## src/pmt_pkg.sv

```systemverilog
// Package for the period match timer: register map, fields, reset values.
// Assumes a plain register port with byte-wide data.
package pmt_pkg;
  localparam int PMT_ADDR_W = 2;
  localparam int PMT_DATA_W = 8;
  // ==========================================================================
  // Register offsets
  localparam logic [1:0] PMT_OFS_COUNT = 2'h0;
  localparam logic [1:0] PMT_OFS_PERIOD = 2'h1;
  localparam logic [1:0] PMT_OFS_CONTROL = 2'h2;
  localparam logic [1:0] PMT_OFS_STATUS = 2'h3;
  // ==========================================================================
  // Control and status fields
  localparam int PMT_CTL_PRE_LSB = 0;
  localparam int PMT_CTL_ON_BIT = 2;
  localparam int PMT_CTL_POST_LSB = 3;
  localparam int PMT_STA_FLAG_BIT = 0;
  localparam logic [7:0] PMT_CTL_WMASK = 8'h7F;
  // ==========================================================================
  // Reset values
  localparam logic [7:0] PMT_COUNT_RST = 8'h00;
  localparam logic [7:0] PMT_PERIOD_RST = 8'hFF;
  localparam logic [7:0] PMT_CTL_RST = 8'h00;
  // ==========================================================================
  // Prescale select codes and terminal counts
  localparam logic [1:0] PMT_PRE_DIV1 = 2'h0;
  localparam logic [1:0] PMT_PRE_DIV4 = 2'h1;
  localparam logic [3:0] PMT_PRE_TERM4 = 4'h3;
  localparam logic [3:0] PMT_PRE_TERM16 = 4'hF;
  // Oscillator divided by four gives the instruction tick
  localparam logic [1:0] PMT_OSC_TERM = 2'h3;
endpackage

```

## src/pmt_prescaler.sv

```systemverilog
// Prescaler: divides instruction ticks by 1, 4 or 16.
// Assumes tick_in is a one-cycle pulse in the CLK_SYS domain.
module pmt_prescaler
  import pmt_pkg::*;
(
  input wire logic clk,
  input wire logic rst,
  input wire logic clear,
  input wire logic tick_in,
  input wire logic [1:0] select,
  output logic tick_out
);
  logic [3:0] cnt_reg;
  logic [3:0] term;

  // ==========================================================================
  // Terminal count
  always_comb begin
    if (select == PMT_PRE_DIV1) begin
      term = '0;
    end else if (select == PMT_PRE_DIV4) begin
      term = PMT_PRE_TERM4;
    end else begin
      term = PMT_PRE_TERM16;
    end
  end

  // RULE2 prescale divide
  assign tick_out = tick_in && (cnt_reg == term);

  // RULE7 prescaler clear
  always_ff @(posedge clk or posedge rst) begin
    if (rst) begin
      cnt_reg <= '0;
    end else if (clear) begin
      cnt_reg <= '0;
    end else if (tick_in) begin
      cnt_reg <= (cnt_reg == term) ? 4'h0 : cnt_reg + 4'h1;
    end
  end
endmodule

```

## src/pmt_postscaler.sv

```systemverilog
// Postscaler: counts matches, pulses once every select+1 matches.
// Assumes match_in is a one-cycle pulse.
module pmt_postscaler
  import pmt_pkg::*;
(
  input wire logic clk,
  input wire logic rst,
  input wire logic clear,
  input wire logic match_in,
  input wire logic [3:0] select,
  output logic done
);
  logic [3:0] cnt_reg;

  // RULE4 postscale ratio
  assign done = match_in && (cnt_reg == select);

  always_ff @(posedge clk or posedge rst) begin
    if (rst) begin
      cnt_reg <= '0;
    end else if (clear) begin
      cnt_reg <= '0;
    end else if (match_in) begin
      cnt_reg <= done ? 4'h0 : cnt_reg + 4'h1;
    end
  end
endmodule

```

## src/pmt_timer.sv

```systemverilog
// Period match timer top: 8-bit count, period compare, pre/postscaler.
// Assumes a synchronous register port, read data one cycle after strobe.
//
// Notes on behaviour
// RULE1 - While on, the count rises by one from 00h on each prescaled tick.
// RULE2 - Prescale field 00 divides by one, 01 by four, 1x by sixteen.
// RULE3 - Count equal to period gives a match, and the count is 00h next.
// RULE4 - Each match clocks a postscaler dividing by field value plus one.
// RULE5 - The interrupt request comes from the match through the postscaler.
// RULE6 - Reset clears the count and loads the period with FFh.
// RULE7 - Writes to count or control, and reset, clear both scalers.
// RULE8 - A control write leaves the count unchanged.
// RULE9 - Control bit 2 switches the timer on; zero stops counting.
// RULE10 - Control bit 7 ignores writes and reads as zero.
// RULE11 - Count and period are eight bits and read and write freely.
// RULE12 - The match is offered as a shift clock for the serial port.
// RULE13 - The interrupt flag sets on postscaler completion, stays until cleared.
//
// Our own choices: strobed register access and the register addresses.
module pmt_timer
  import pmt_pkg::*;
#(
  parameter int DATA_W = PMT_DATA_W
)
(
  input wire logic CLK_SYS,
  input wire logic RST,
  input wire logic [PMT_ADDR_W-1:0] ADDR,
  input wire logic [DATA_W-1:0] WDATA,
  input wire logic WR,
  input wire logic RD,
  output logic [DATA_W-1:0] RDATA,
  output logic MATCH,
  output logic SHIFT_CLK,
  output logic IRQ
);
  logic [DATA_W-1:0] count_value_reg;
  logic [DATA_W-1:0] period_value_reg;
  logic [6:0] timer_control_reg;
  logic [1:0] osc_div_reg;
  logic irq_flag_reg;
  logic match_pend_reg;
  logic inst_tick;
  logic pre_tick;
  logic post_done;
  logic match_now;
  logic wr_count;
  logic wr_period;
  logic wr_ctl;
  logic wr_stat;
  logic scaler_clear;
  logic timer_on;
  logic [1:0] prescale_select;
  logic [3:0] postscale_select;

  function automatic logic hit(input logic [1:0] a, input logic [1:0] ofs);
    hit = (a == ofs);
  endfunction

  // ==========================================================================
  // Decode
  assign wr_count = WR && hit(ADDR, PMT_OFS_COUNT);
  assign wr_period = WR && hit(ADDR, PMT_OFS_PERIOD);
  assign wr_ctl = WR && hit(ADDR, PMT_OFS_CONTROL);
  assign wr_stat = WR && hit(ADDR, PMT_OFS_STATUS);
  assign timer_on = timer_control_reg[PMT_CTL_ON_BIT];
  assign prescale_select = timer_control_reg[PMT_CTL_PRE_LSB +: 2];
  assign postscale_select = timer_control_reg[PMT_CTL_POST_LSB +: 4];
  // RULE7 scaler clear
  assign scaler_clear = wr_count || wr_ctl;

  // ==========================================================================
  // Instruction tick: oscillator over four
  // RULE1 tick derivation
  always_ff @(posedge CLK_SYS or posedge RST) begin
    if (RST) begin
      osc_div_reg <= '0;
    end else begin
      osc_div_reg <= osc_div_reg + 2'h1;
    end
  end
  // RULE9 on bit gates
  assign inst_tick = timer_on && (osc_div_reg == PMT_OSC_TERM);

  pmt_prescaler u_pre (
    .clk(CLK_SYS),
    .rst(RST),
    .clear(scaler_clear),
    .tick_in(inst_tick),
    .select(prescale_select),
    .tick_out(pre_tick)
  );

  // ==========================================================================
  // Compare: no match is taken in the cycle after a match, unless the count was written in the match cycle
  // RULE3 period compare
  assign match_now = timer_on && (count_value_reg == period_value_reg) &&
                     !match_pend_reg;

  always_ff @(posedge CLK_SYS or posedge RST) begin
    if (RST) begin
      match_pend_reg <= 1'b0;
    end else if (wr_count) begin
      match_pend_reg <= 1'b0;
    end else begin
      match_pend_reg <= match_now;
    end
  end

  // ==========================================================================
  // Count register
  // RULE6 count reset
  always_ff @(posedge CLK_SYS or posedge RST) begin
    if (RST) begin
      count_value_reg <= PMT_COUNT_RST;
    end else if (wr_count) begin
      // RULE11 count write
      count_value_reg <= WDATA;
    end else if (match_now) begin
      // RULE3 reload zero
      count_value_reg <= PMT_COUNT_RST;
    end else if (pre_tick && !match_now) begin
      // RULE1 count advance
      count_value_reg <= count_value_reg + 8'h01;
    end
  end

  // RULE6 period reset
  always_ff @(posedge CLK_SYS or posedge RST) begin
    if (RST) begin
      period_value_reg <= PMT_PERIOD_RST;
    end else if (wr_period) begin
      period_value_reg <= WDATA;
    end
  end

  // ==========================================================================
  // Control register; count untouched by this write
  // RULE8 count kept
  // RULE10 bit seven dropped
  always_ff @(posedge CLK_SYS or posedge RST) begin
    if (RST) begin
      timer_control_reg <= PMT_CTL_RST[6:0];
    end else if (wr_ctl) begin
      timer_control_reg <= WDATA[6:0] & PMT_CTL_WMASK[6:0];
    end
  end

  pmt_postscaler u_post (
    .clk(CLK_SYS),
    .rst(RST),
    .clear(scaler_clear),
    .match_in(match_now),
    .select(postscale_select),
    .done(post_done)
  );

  // ==========================================================================
  // Sticky flag: a set in the clearing cycle wins
  // RULE13 sticky flag
  always_ff @(posedge CLK_SYS or posedge RST) begin
    if (RST) begin
      irq_flag_reg <= 1'b0;
    end else if (post_done) begin
      irq_flag_reg <= 1'b1;
    end else if (wr_stat && WDATA[PMT_STA_FLAG_BIT]) begin
      irq_flag_reg <= 1'b0;
    end
  end

  // ==========================================================================
  // Outputs, all registered
  // RULE5 interrupt output
  // RULE12 shift clock
  always_ff @(posedge CLK_SYS or posedge RST) begin
    if (RST) begin
      MATCH <= 1'b0;
      SHIFT_CLK <= 1'b0;
      IRQ <= 1'b0;
    end else begin
      MATCH <= match_now;
      SHIFT_CLK <= match_now;
      IRQ <= irq_flag_reg || post_done;
    end
  end

  // RULE10 read zero
  // RULE11 register read
  always_ff @(posedge CLK_SYS or posedge RST) begin
    if (RST) begin
      RDATA <= '0;
    end else if (RD) begin
      unique case (ADDR)
        PMT_OFS_COUNT: RDATA <= count_value_reg;
        PMT_OFS_PERIOD: RDATA <= period_value_reg;
        PMT_OFS_CONTROL: RDATA <= {1'b0, timer_control_reg};
        PMT_OFS_STATUS: RDATA <= {7'h00, irq_flag_reg};
      endcase
    end else begin
      RDATA <= '0;
    end
  end

  // ==========================================================================
  // Checks
  chk_reload_after_match: assert property ( // RULE3
    @(posedge CLK_SYS) disable iff (RST)
    match_now && !wr_count |=> count_value_reg == 8'h00)
    else $error("count not reloaded after match");

  chk_match_output: assert property ( // RULE12
    @(posedge CLK_SYS) disable iff (RST)
    match_now |=> MATCH && SHIFT_CLK)
    else $error("match not presented");

  chk_off_holds: assert property ( // RULE9
    @(posedge CLK_SYS) disable iff (RST)
    !timer_on && !wr_count && !match_pend_reg |=> $stable(count_value_reg))
    else $error("count moved while off");

  chk_count_step: assert property ( // RULE1
    @(posedge CLK_SYS) disable iff (RST)
    pre_tick && !match_now && !match_pend_reg && !wr_count
    |=> count_value_reg == $past(count_value_reg) + 8'h01)
    else $error("count did not step");

  chk_ctl_keeps_count: assert property ( // RULE8
    @(posedge CLK_SYS) disable iff (RST)
    wr_ctl && !match_now && !pre_tick |=> $stable(count_value_reg))
    else $error("control write changed count");

  chk_flag_sticky: assert property ( // RULE13
    @(posedge CLK_SYS) disable iff (RST)
    post_done |=> irq_flag_reg ##1 IRQ)
    else $error("flag not set after postscale");

  chk_bit7_zero: assert property ( // RULE10
    @(posedge CLK_SYS) disable iff (RST)
    RD && ADDR == PMT_OFS_CONTROL |=> !RDATA[7])
    else $error("control bit 7 read as one");

  chk_scaler_clear: assert property ( // RULE7
    @(posedge CLK_SYS) disable iff (RST)
    wr_ctl && WDATA[PMT_CTL_POST_LSB +: 4] != 4'h0 |=> !post_done)
    else $error("postscaler not cleared");

  chk_count_write: assert property ( // RULE11
    @(posedge CLK_SYS) disable iff (RST)
    wr_count |=> count_value_reg == $past(WDATA))
    else $error("count write lost");

  chk_flag_holds: assert property ( // RULE13
    @(posedge CLK_SYS) disable iff (RST)
    irq_flag_reg && !wr_stat |=> irq_flag_reg)
    else $error("flag dropped without clear");

  chk_flag_clear: assert property ( // RULE13
    @(posedge CLK_SYS) disable iff (RST)
    wr_stat && WDATA[PMT_STA_FLAG_BIT] && !post_done |=> !irq_flag_reg)
    else $error("flag not cleared");

  chk_irq_follows: assert property ( // RULE5
    @(posedge CLK_SYS) disable iff (RST)
    irq_flag_reg |=> IRQ)
    else $error("request missing while flag set");

  chk_irq_source: assert property ( // RULE5
    @(posedge CLK_SYS) disable iff (RST)
    !irq_flag_reg && !post_done |=> !IRQ)
    else $error("request without source");

  chk_off_no_match: assert property ( // RULE9
    @(posedge CLK_SYS) disable iff (RST)
    !timer_on |=> !MATCH)
    else $error("match while off");

  chk_period_write: assert property ( // RULE11
    @(posedge CLK_SYS) disable iff (RST)
    wr_period |=> period_value_reg == $past(WDATA))
    else $error("period write lost");

  chk_period_holds: assert property ( // RULE11
    @(posedge CLK_SYS) disable iff (RST)
    !wr_period |=> $stable(period_value_reg))
    else $error("period moved without write");

  chk_rdata_idle: assert property ( // RULE11
    @(posedge CLK_SYS) disable iff (RST)
    !RD |=> RDATA == '0)
    else $error("read data outside read cycle");

  chk_match_single: assert property ( // RULE3
    @(posedge CLK_SYS) disable iff (RST)
    MATCH |=> !MATCH)
    else $error("match longer than one cycle");

  chk_tick_spacing: assert property ( // RULE1
    @(posedge CLK_SYS) disable iff (RST)
    inst_tick |=> !inst_tick ##1 !inst_tick ##1 !inst_tick)
    else $error("instruction tick too frequent");

  chk_pre_div1: assert property ( // RULE2
    @(posedge CLK_SYS) disable iff (RST)
    prescale_select == PMT_PRE_DIV1 |-> pre_tick == inst_tick)
    else $error("direct prescale dropped a tick");

  chk_post_one: assert property ( // RULE4
    @(posedge CLK_SYS) disable iff (RST)
    match_now && postscale_select == '0 |-> post_done)
    else $error("one to one postscale missed");

  chk_pre_clear: assert property ( // RULE7
    @(posedge CLK_SYS) disable iff (RST)
    scaler_clear && prescale_select != PMT_PRE_DIV1 |=> !pre_tick)
    else $error("prescaler not cleared");
endmodule

```

## config.mk

```make
export PLATFORM = sky130hd
export DESIGN_NAME = pmt_timer
export DESIGN_NICKNAME = d
export VERILOG_FILES = /design/src/pmt_pkg.sv /design/src/pmt_prescaler.sv /design/src/pmt_postscaler.sv /design/src/pmt_timer.sv
export SDC_FILE = /design/constraint.sdc
export NUM_CORES = 1
export LEC_CHECK = 0
export CORE_MARGIN = 3
export CORE_UTILIZATION = 45
export CTS_CLUSTER_DIAMETER = 50
export CTS_CLUSTER_SIZE = 25
export DETAILED_ROUTE_END_ITERATION = 10
export DONT_BUFFER_PORTS = 1
export REMOVE_ABC_BUFFERS = 1
export SETUP_SLACK_MARGIN = 0.3
export SLEW_MARGIN = 20
export SYNTH_ARGS = -nofsm -noshare
export SYNTH_HDL_FRONTEND = slang
export SYNTH_SLANG_ARGS = --single-unit
```

## constraint.sdc

```tcl
create_clock -name CLK_SYS -period 2.8 [get_ports CLK_SYS]
set_clock_uncertainty 0.1 [all_clocks]
set_input_delay 0.28 -clock CLK_SYS [delete_from_list [all_inputs] [get_ports CLK_SYS]]
set_output_delay 0.28 -clock CLK_SYS [all_outputs]
set_load 0.01 [all_outputs]
```

**After elaboration in Yosys (flattened, before gate mapping)**

Index checks and enable logic that the tools add are counted.

- Flip-flop bits (word level): 45
- Logic and storage cells: 60

- $add $sub $neg: 4
- Eq/ne operators: 8
- Mux-type cells: 16
- Reduce and logical (&&, ||, !) cells: 21

Operators with widths:

| operator | number |
|---|---|
| $mux W4 | 8 |
| $mux W8 | 4 |
| $pmux W8 S4 | 1 |
| $logic_and A1 B1 Y1 | 11 |
| $add A4 B1 Y4 const B | 2 |
| $add A8 B1 Y8 const B | 1 |
| $eq A4 B4 Y1 | 2 |
| $eq A8 B8 Y1 | 1 |
| $eq A2 B2 Y1 const B | 3 |
| $reduce_bool A2 Y1 | 3 |
| $eq A2 B1 Y1 const B | 2 |
| $logic_not A2 Y1 | 2 |
| $mux W1 | 3 |
| $reduce_bool A3 Y1 | 1 |
| $add A2 B1 Y2 const B | 1 |
| $logic_not A1 Y1 | 2 |
| $logic_or A1 B1 Y1 | 2 |

**Depth between registers and ports, before layout**

- Depth in word-level cells: 9
- Depth in mapped cells: 6
- Gate-level depth less buffers: 5

**Cells and area by module**

Synthesis repeated with hierarchy kept, for this count alone.

- Cells, all modules: 206
- Area, all modules: 2391.0 um2

Modules (own cells, without submodules):

| module | instances | cells an instance | area each (um2) | sequential area each (um2) |
|---|---|---|---|---|
| pmt_timer | 1 | 149 | 1863.0 | 935.9 |
| pmt_prescaler | 1 | 29 | 274.0 | 100.1 |
| pmt_postscaler | 1 | 28 | 254.0 | 100.1 |

**Least setup slack after synthesis**

OpenSTA, ideal clock, no wires.

- Path type: register to register
- Start: register u_pre.cnt_reg[0]
- End: register count_value_reg[6]
- Library setup time: 0.122 ns
- Data arrival time: 1.739 ns
- Data required time: 2.578 ns
- Path slack: 0.839 ns
- Cell stages (with the launch flop): 6
- Path buffers: 0
- Cell sequence: dfrtp_1 or3_4 a2111oi_4 o2111ai_1 xor2_1 o21ai_2

- Word-level cells in the longest chain between the ends: 4

RTL lines:

| item | RTL line | source |
|---|---|---|
| start, declared | pmt_prescaler.sv:13 | `logic [3:0] cnt_reg;` |
| start signal, assigned | pmt_prescaler.sv:38 | `cnt_reg <= (cnt_reg == term) ? 4'h0 : cnt_reg + 4'h1;` |
| $eq A4 B4 Y1 | pmt_prescaler.sv:29 | `assign tick_out = tick_in && (cnt_reg == term);` |
| $logic_and A1 B1 Y1 | pmt_prescaler.sv:29 |  |
| $logic_and A1 B1 Y1 | pmt_timer.sv:122 | `end else if (pre_tick && !match_now) begin` |
| $reduce_bool A3 Y1 (no source line) | - |  |
| end signal, assigned | pmt_timer.sv:124 | `count_value_reg <= count_value_reg + 8'h01;` |
| end, declared | pmt_timer.sv:37 | `logic [DATA_W-1:0] count_value_reg;` |

No other way between the ends.
A chain may end at the register's enable or synchronous reset.

**Worst setup path after layout**

- Start: register u_pre.cnt_reg[0]
- End: register count_value_reg[7]

Same word-level chain as after synthesis.

==> impl_metrics.json <==
{
  "grt_pass1_vias": 1566,
  "multi_input_area_um2": 1121,
  "via_per_inst": 5.500,
  "startpoint_type": "flip-flop",
  "setup_viol": 0,
  "p_leak_nw": 1.112,
  "ant_nets": 0,
  "cp_num_buf_inv": 0,
  "vias": 1551,
  "grt_use_total_pct": 17.79,
  "yosys-top-cells-count": "dfrtp_1 (37), nand2_1 (22), mux2_2 (15)",
  "ys.flop_type": "dfrtp_1",
  "tightest_slew_ns": 0.9215,
  "io_buffers": 0,
  "ioPinCount": 25,
  "hold_path_class": "input port to flip-flop",
  "post_cts_resized": 0,
  "cts_inserted_buffers": 5,
  "fp.dieH_um": 77.53,
  "yosysUniqueCellTypes": 39,
  "die_area_um2": 6010,
  "nets": 232,
  "postSynthAreaPerCell_um2": 11.40,
  "clock_path_buffers": 2,
  "worstPathMaxFanout": 9,
  "drt-initial-drc-count": 124,
  "synth_edf_count": 0,
  "clock-sinks": 45,
  "path_clk_slew_ns": 0.09,
  "maxSlewViolCount": 0,
  "path_cells": "or3_4 > a2111oi_4 > o2111ai_1 > xor2_1 > o21ai_2",
  "worstSetupPathType": "flip-flop to flip-flop",
  "grt_setup_unrepaired": "no",
  "period_minus_slack_ns": 2.148,
  "max_slew_margin_pct": 38.47,
  "ys_top_cells_by_area": "dfrtp_1 (40%), dfstp_2 (9.1%), mux2_2 (7.3%)",
  "cpPeakStageDelay_ns": 0.64,
  "ir_worst_vdd_v": 0.0002487,
  "synth_seq_cells": 45,
  "cts_tree": "done",
  "synth_area_leader_cell": "dfrtp_1",
  "grt_max_degree": 46,
  "ys_warn_count": 0,
  "antenna_cells": 0,
  "end_kind": "flip-flop",
  "status": "finished, final reports clean",
  "area_growth_pct": 12.55,
  "start_util_pct": 47.48,
  "dp_hpwl_um": 3464,
  "cp.required_ns": 2.89,
  "cp_top_family": "compound AO/OA/AOI/OAI gates",
  "dr.pass1.iters": 6,
  "synthCells": 202,
  "wirelength_um": 4868,
  "setup-tns-final_ns": 0,
  "cts_hold_buf": 10,
  "p_total_mw": 1.685,
  "overflow": 0,
  "drive_gt1_share_pct": 22.33,
  "worst_path_max_delay_cell": "a2111oi_4",
  "fillCellCount": 432,
  "gp_congestion": 0.7737,
  "hold_viol": 0,
  "drc": 0,
  "powerDensity_nw_per_um2": 650.1,
  "yosysMostFrequentCell": "dfrtp_1",
  "async_reset_ff_share_pct": 100.0,
  "fmax_mhz": 465.6,
  "dieWidth_um": 77.53,
  "routedWlPerCell_um": 17.26,
  "clockRootBuffer": "clkbuf_8",
  "post_cts_buffers": 0,
  "core_area_um2": 4848,
  "period_share_pct": 76.71,
  "h-tree-depth": 2,
  "ys_seq_area_share_pct": 49.35,
  "drv_cap": 0,
  "clk_latency_ns": 0.30,
  "grt_pass1_wl_um": 8231,
  "seqCellArea_um2": 1136,
  "yosysTopAreaCellShare_pct": 40.22,
  "synth_area_um2": 2302,
  "crit_arrival_ns": 2.24,
  "antenna_found_initial": 0,
  "rows": 25
}
-- worst paths after layout --
kind,from,end,slack [ns],cells past startpoint
setup / recovery,u_pre.cnt_reg[0],count_value_reg[7],0.65,5
hold / removal,RD,RDATA[5],0.01,1
setup reg to reg,u_pre.cnt_reg[0],count_value_reg[7],0.65,5
hold reg to reg,osc_div_reg[0],osc_div_reg[0],0.33,1
max in group asynchronous,RST,u_pre.cnt_reg[0],1.49,2
min in group asynchronous,RST,count_value_reg[3],0.54,2
-- cell type report --
class | count | share of cell area [%]
inverter | 2 | 0.2897
clock inverter | 2 | 1.449
multi-input combinational | 147 | 43.26
timing repair buffer | 13 | 4.732
sequential | 45 | 43.84
tap | 67 | 3.235
clock buffer | 6 | 3.187
-- power breakdown --
part | switching (mW) | internal [mW] | total, mW
clock network | 0.225 | 0.290 | 0.515
logic | 0.133 | 0.164 | 0.296
registers | 0.118 | 0.755 | 0.873
-- stage by stage --
stage	worst slack, ns	hold slack (ns)	area (um2)	util [%]	cells
floorplan	0.8346	0.2503	2265	-	194
global placement	0.7189	0.2595	2371	48.90	264
detailed placement	0.6970	0.2565	2371	48.90	264
CTS	0.6543	0.004877	2591	53.45	282
global route	0.5445	0.005507	2591	53.45	282
finish	0.6522	0.01185	2591	53.45	282
-- per-layer routing --
metal	up-vias	global-route usage [%]	wire (um)	share of wire, %
met5	-	0	0	0
met1	786	23.54	2245	46
met2	25	28.41	2385	49
met3	6	4.640	178	3.7
met4	0	5.872	58	1.2
li1	734	-	-	-
-- kinds of logic after synthesis --
logic type / after synthesis / share of synthesized area, %
simple gates: 67 / 15.92
xor+xnor: 20 / 7.609
mux: 26 / 12.83
compound gates: 30 / 10.16
flops: 45 / 49.35
buf+inv: 10 / 1.956
fa+ha+maj: 4 / 2.174
-- cell usage in the layout, fill, tap and decap left out, types with 2 or more instances in the layout --
cell type      instances
dfrtp_1               37
nand2_1               22
mux2_2                15
xor2_1                12
o21ai_0               11
mux2i_1               10
dlygate4sd3_1         10
and2_1                 8
xnor2_1                8
dfstp_2                8
nor2_1                 7
o21ai_2                7
clkbuf_8               6
and3_1                 5
ha_1                   4
nor2b_1                3
nor4_1                 3
nor3b_1                3
a21oi_1                3
o211ai_1               3
buf_4                  3
nand3_1                2
and4_1                 2
nand2b_1               2
nand4_1                2
nand3b_1               2
o2111ai_1              2
a32o_1                 2
Power figures use the tool's default switching activity.
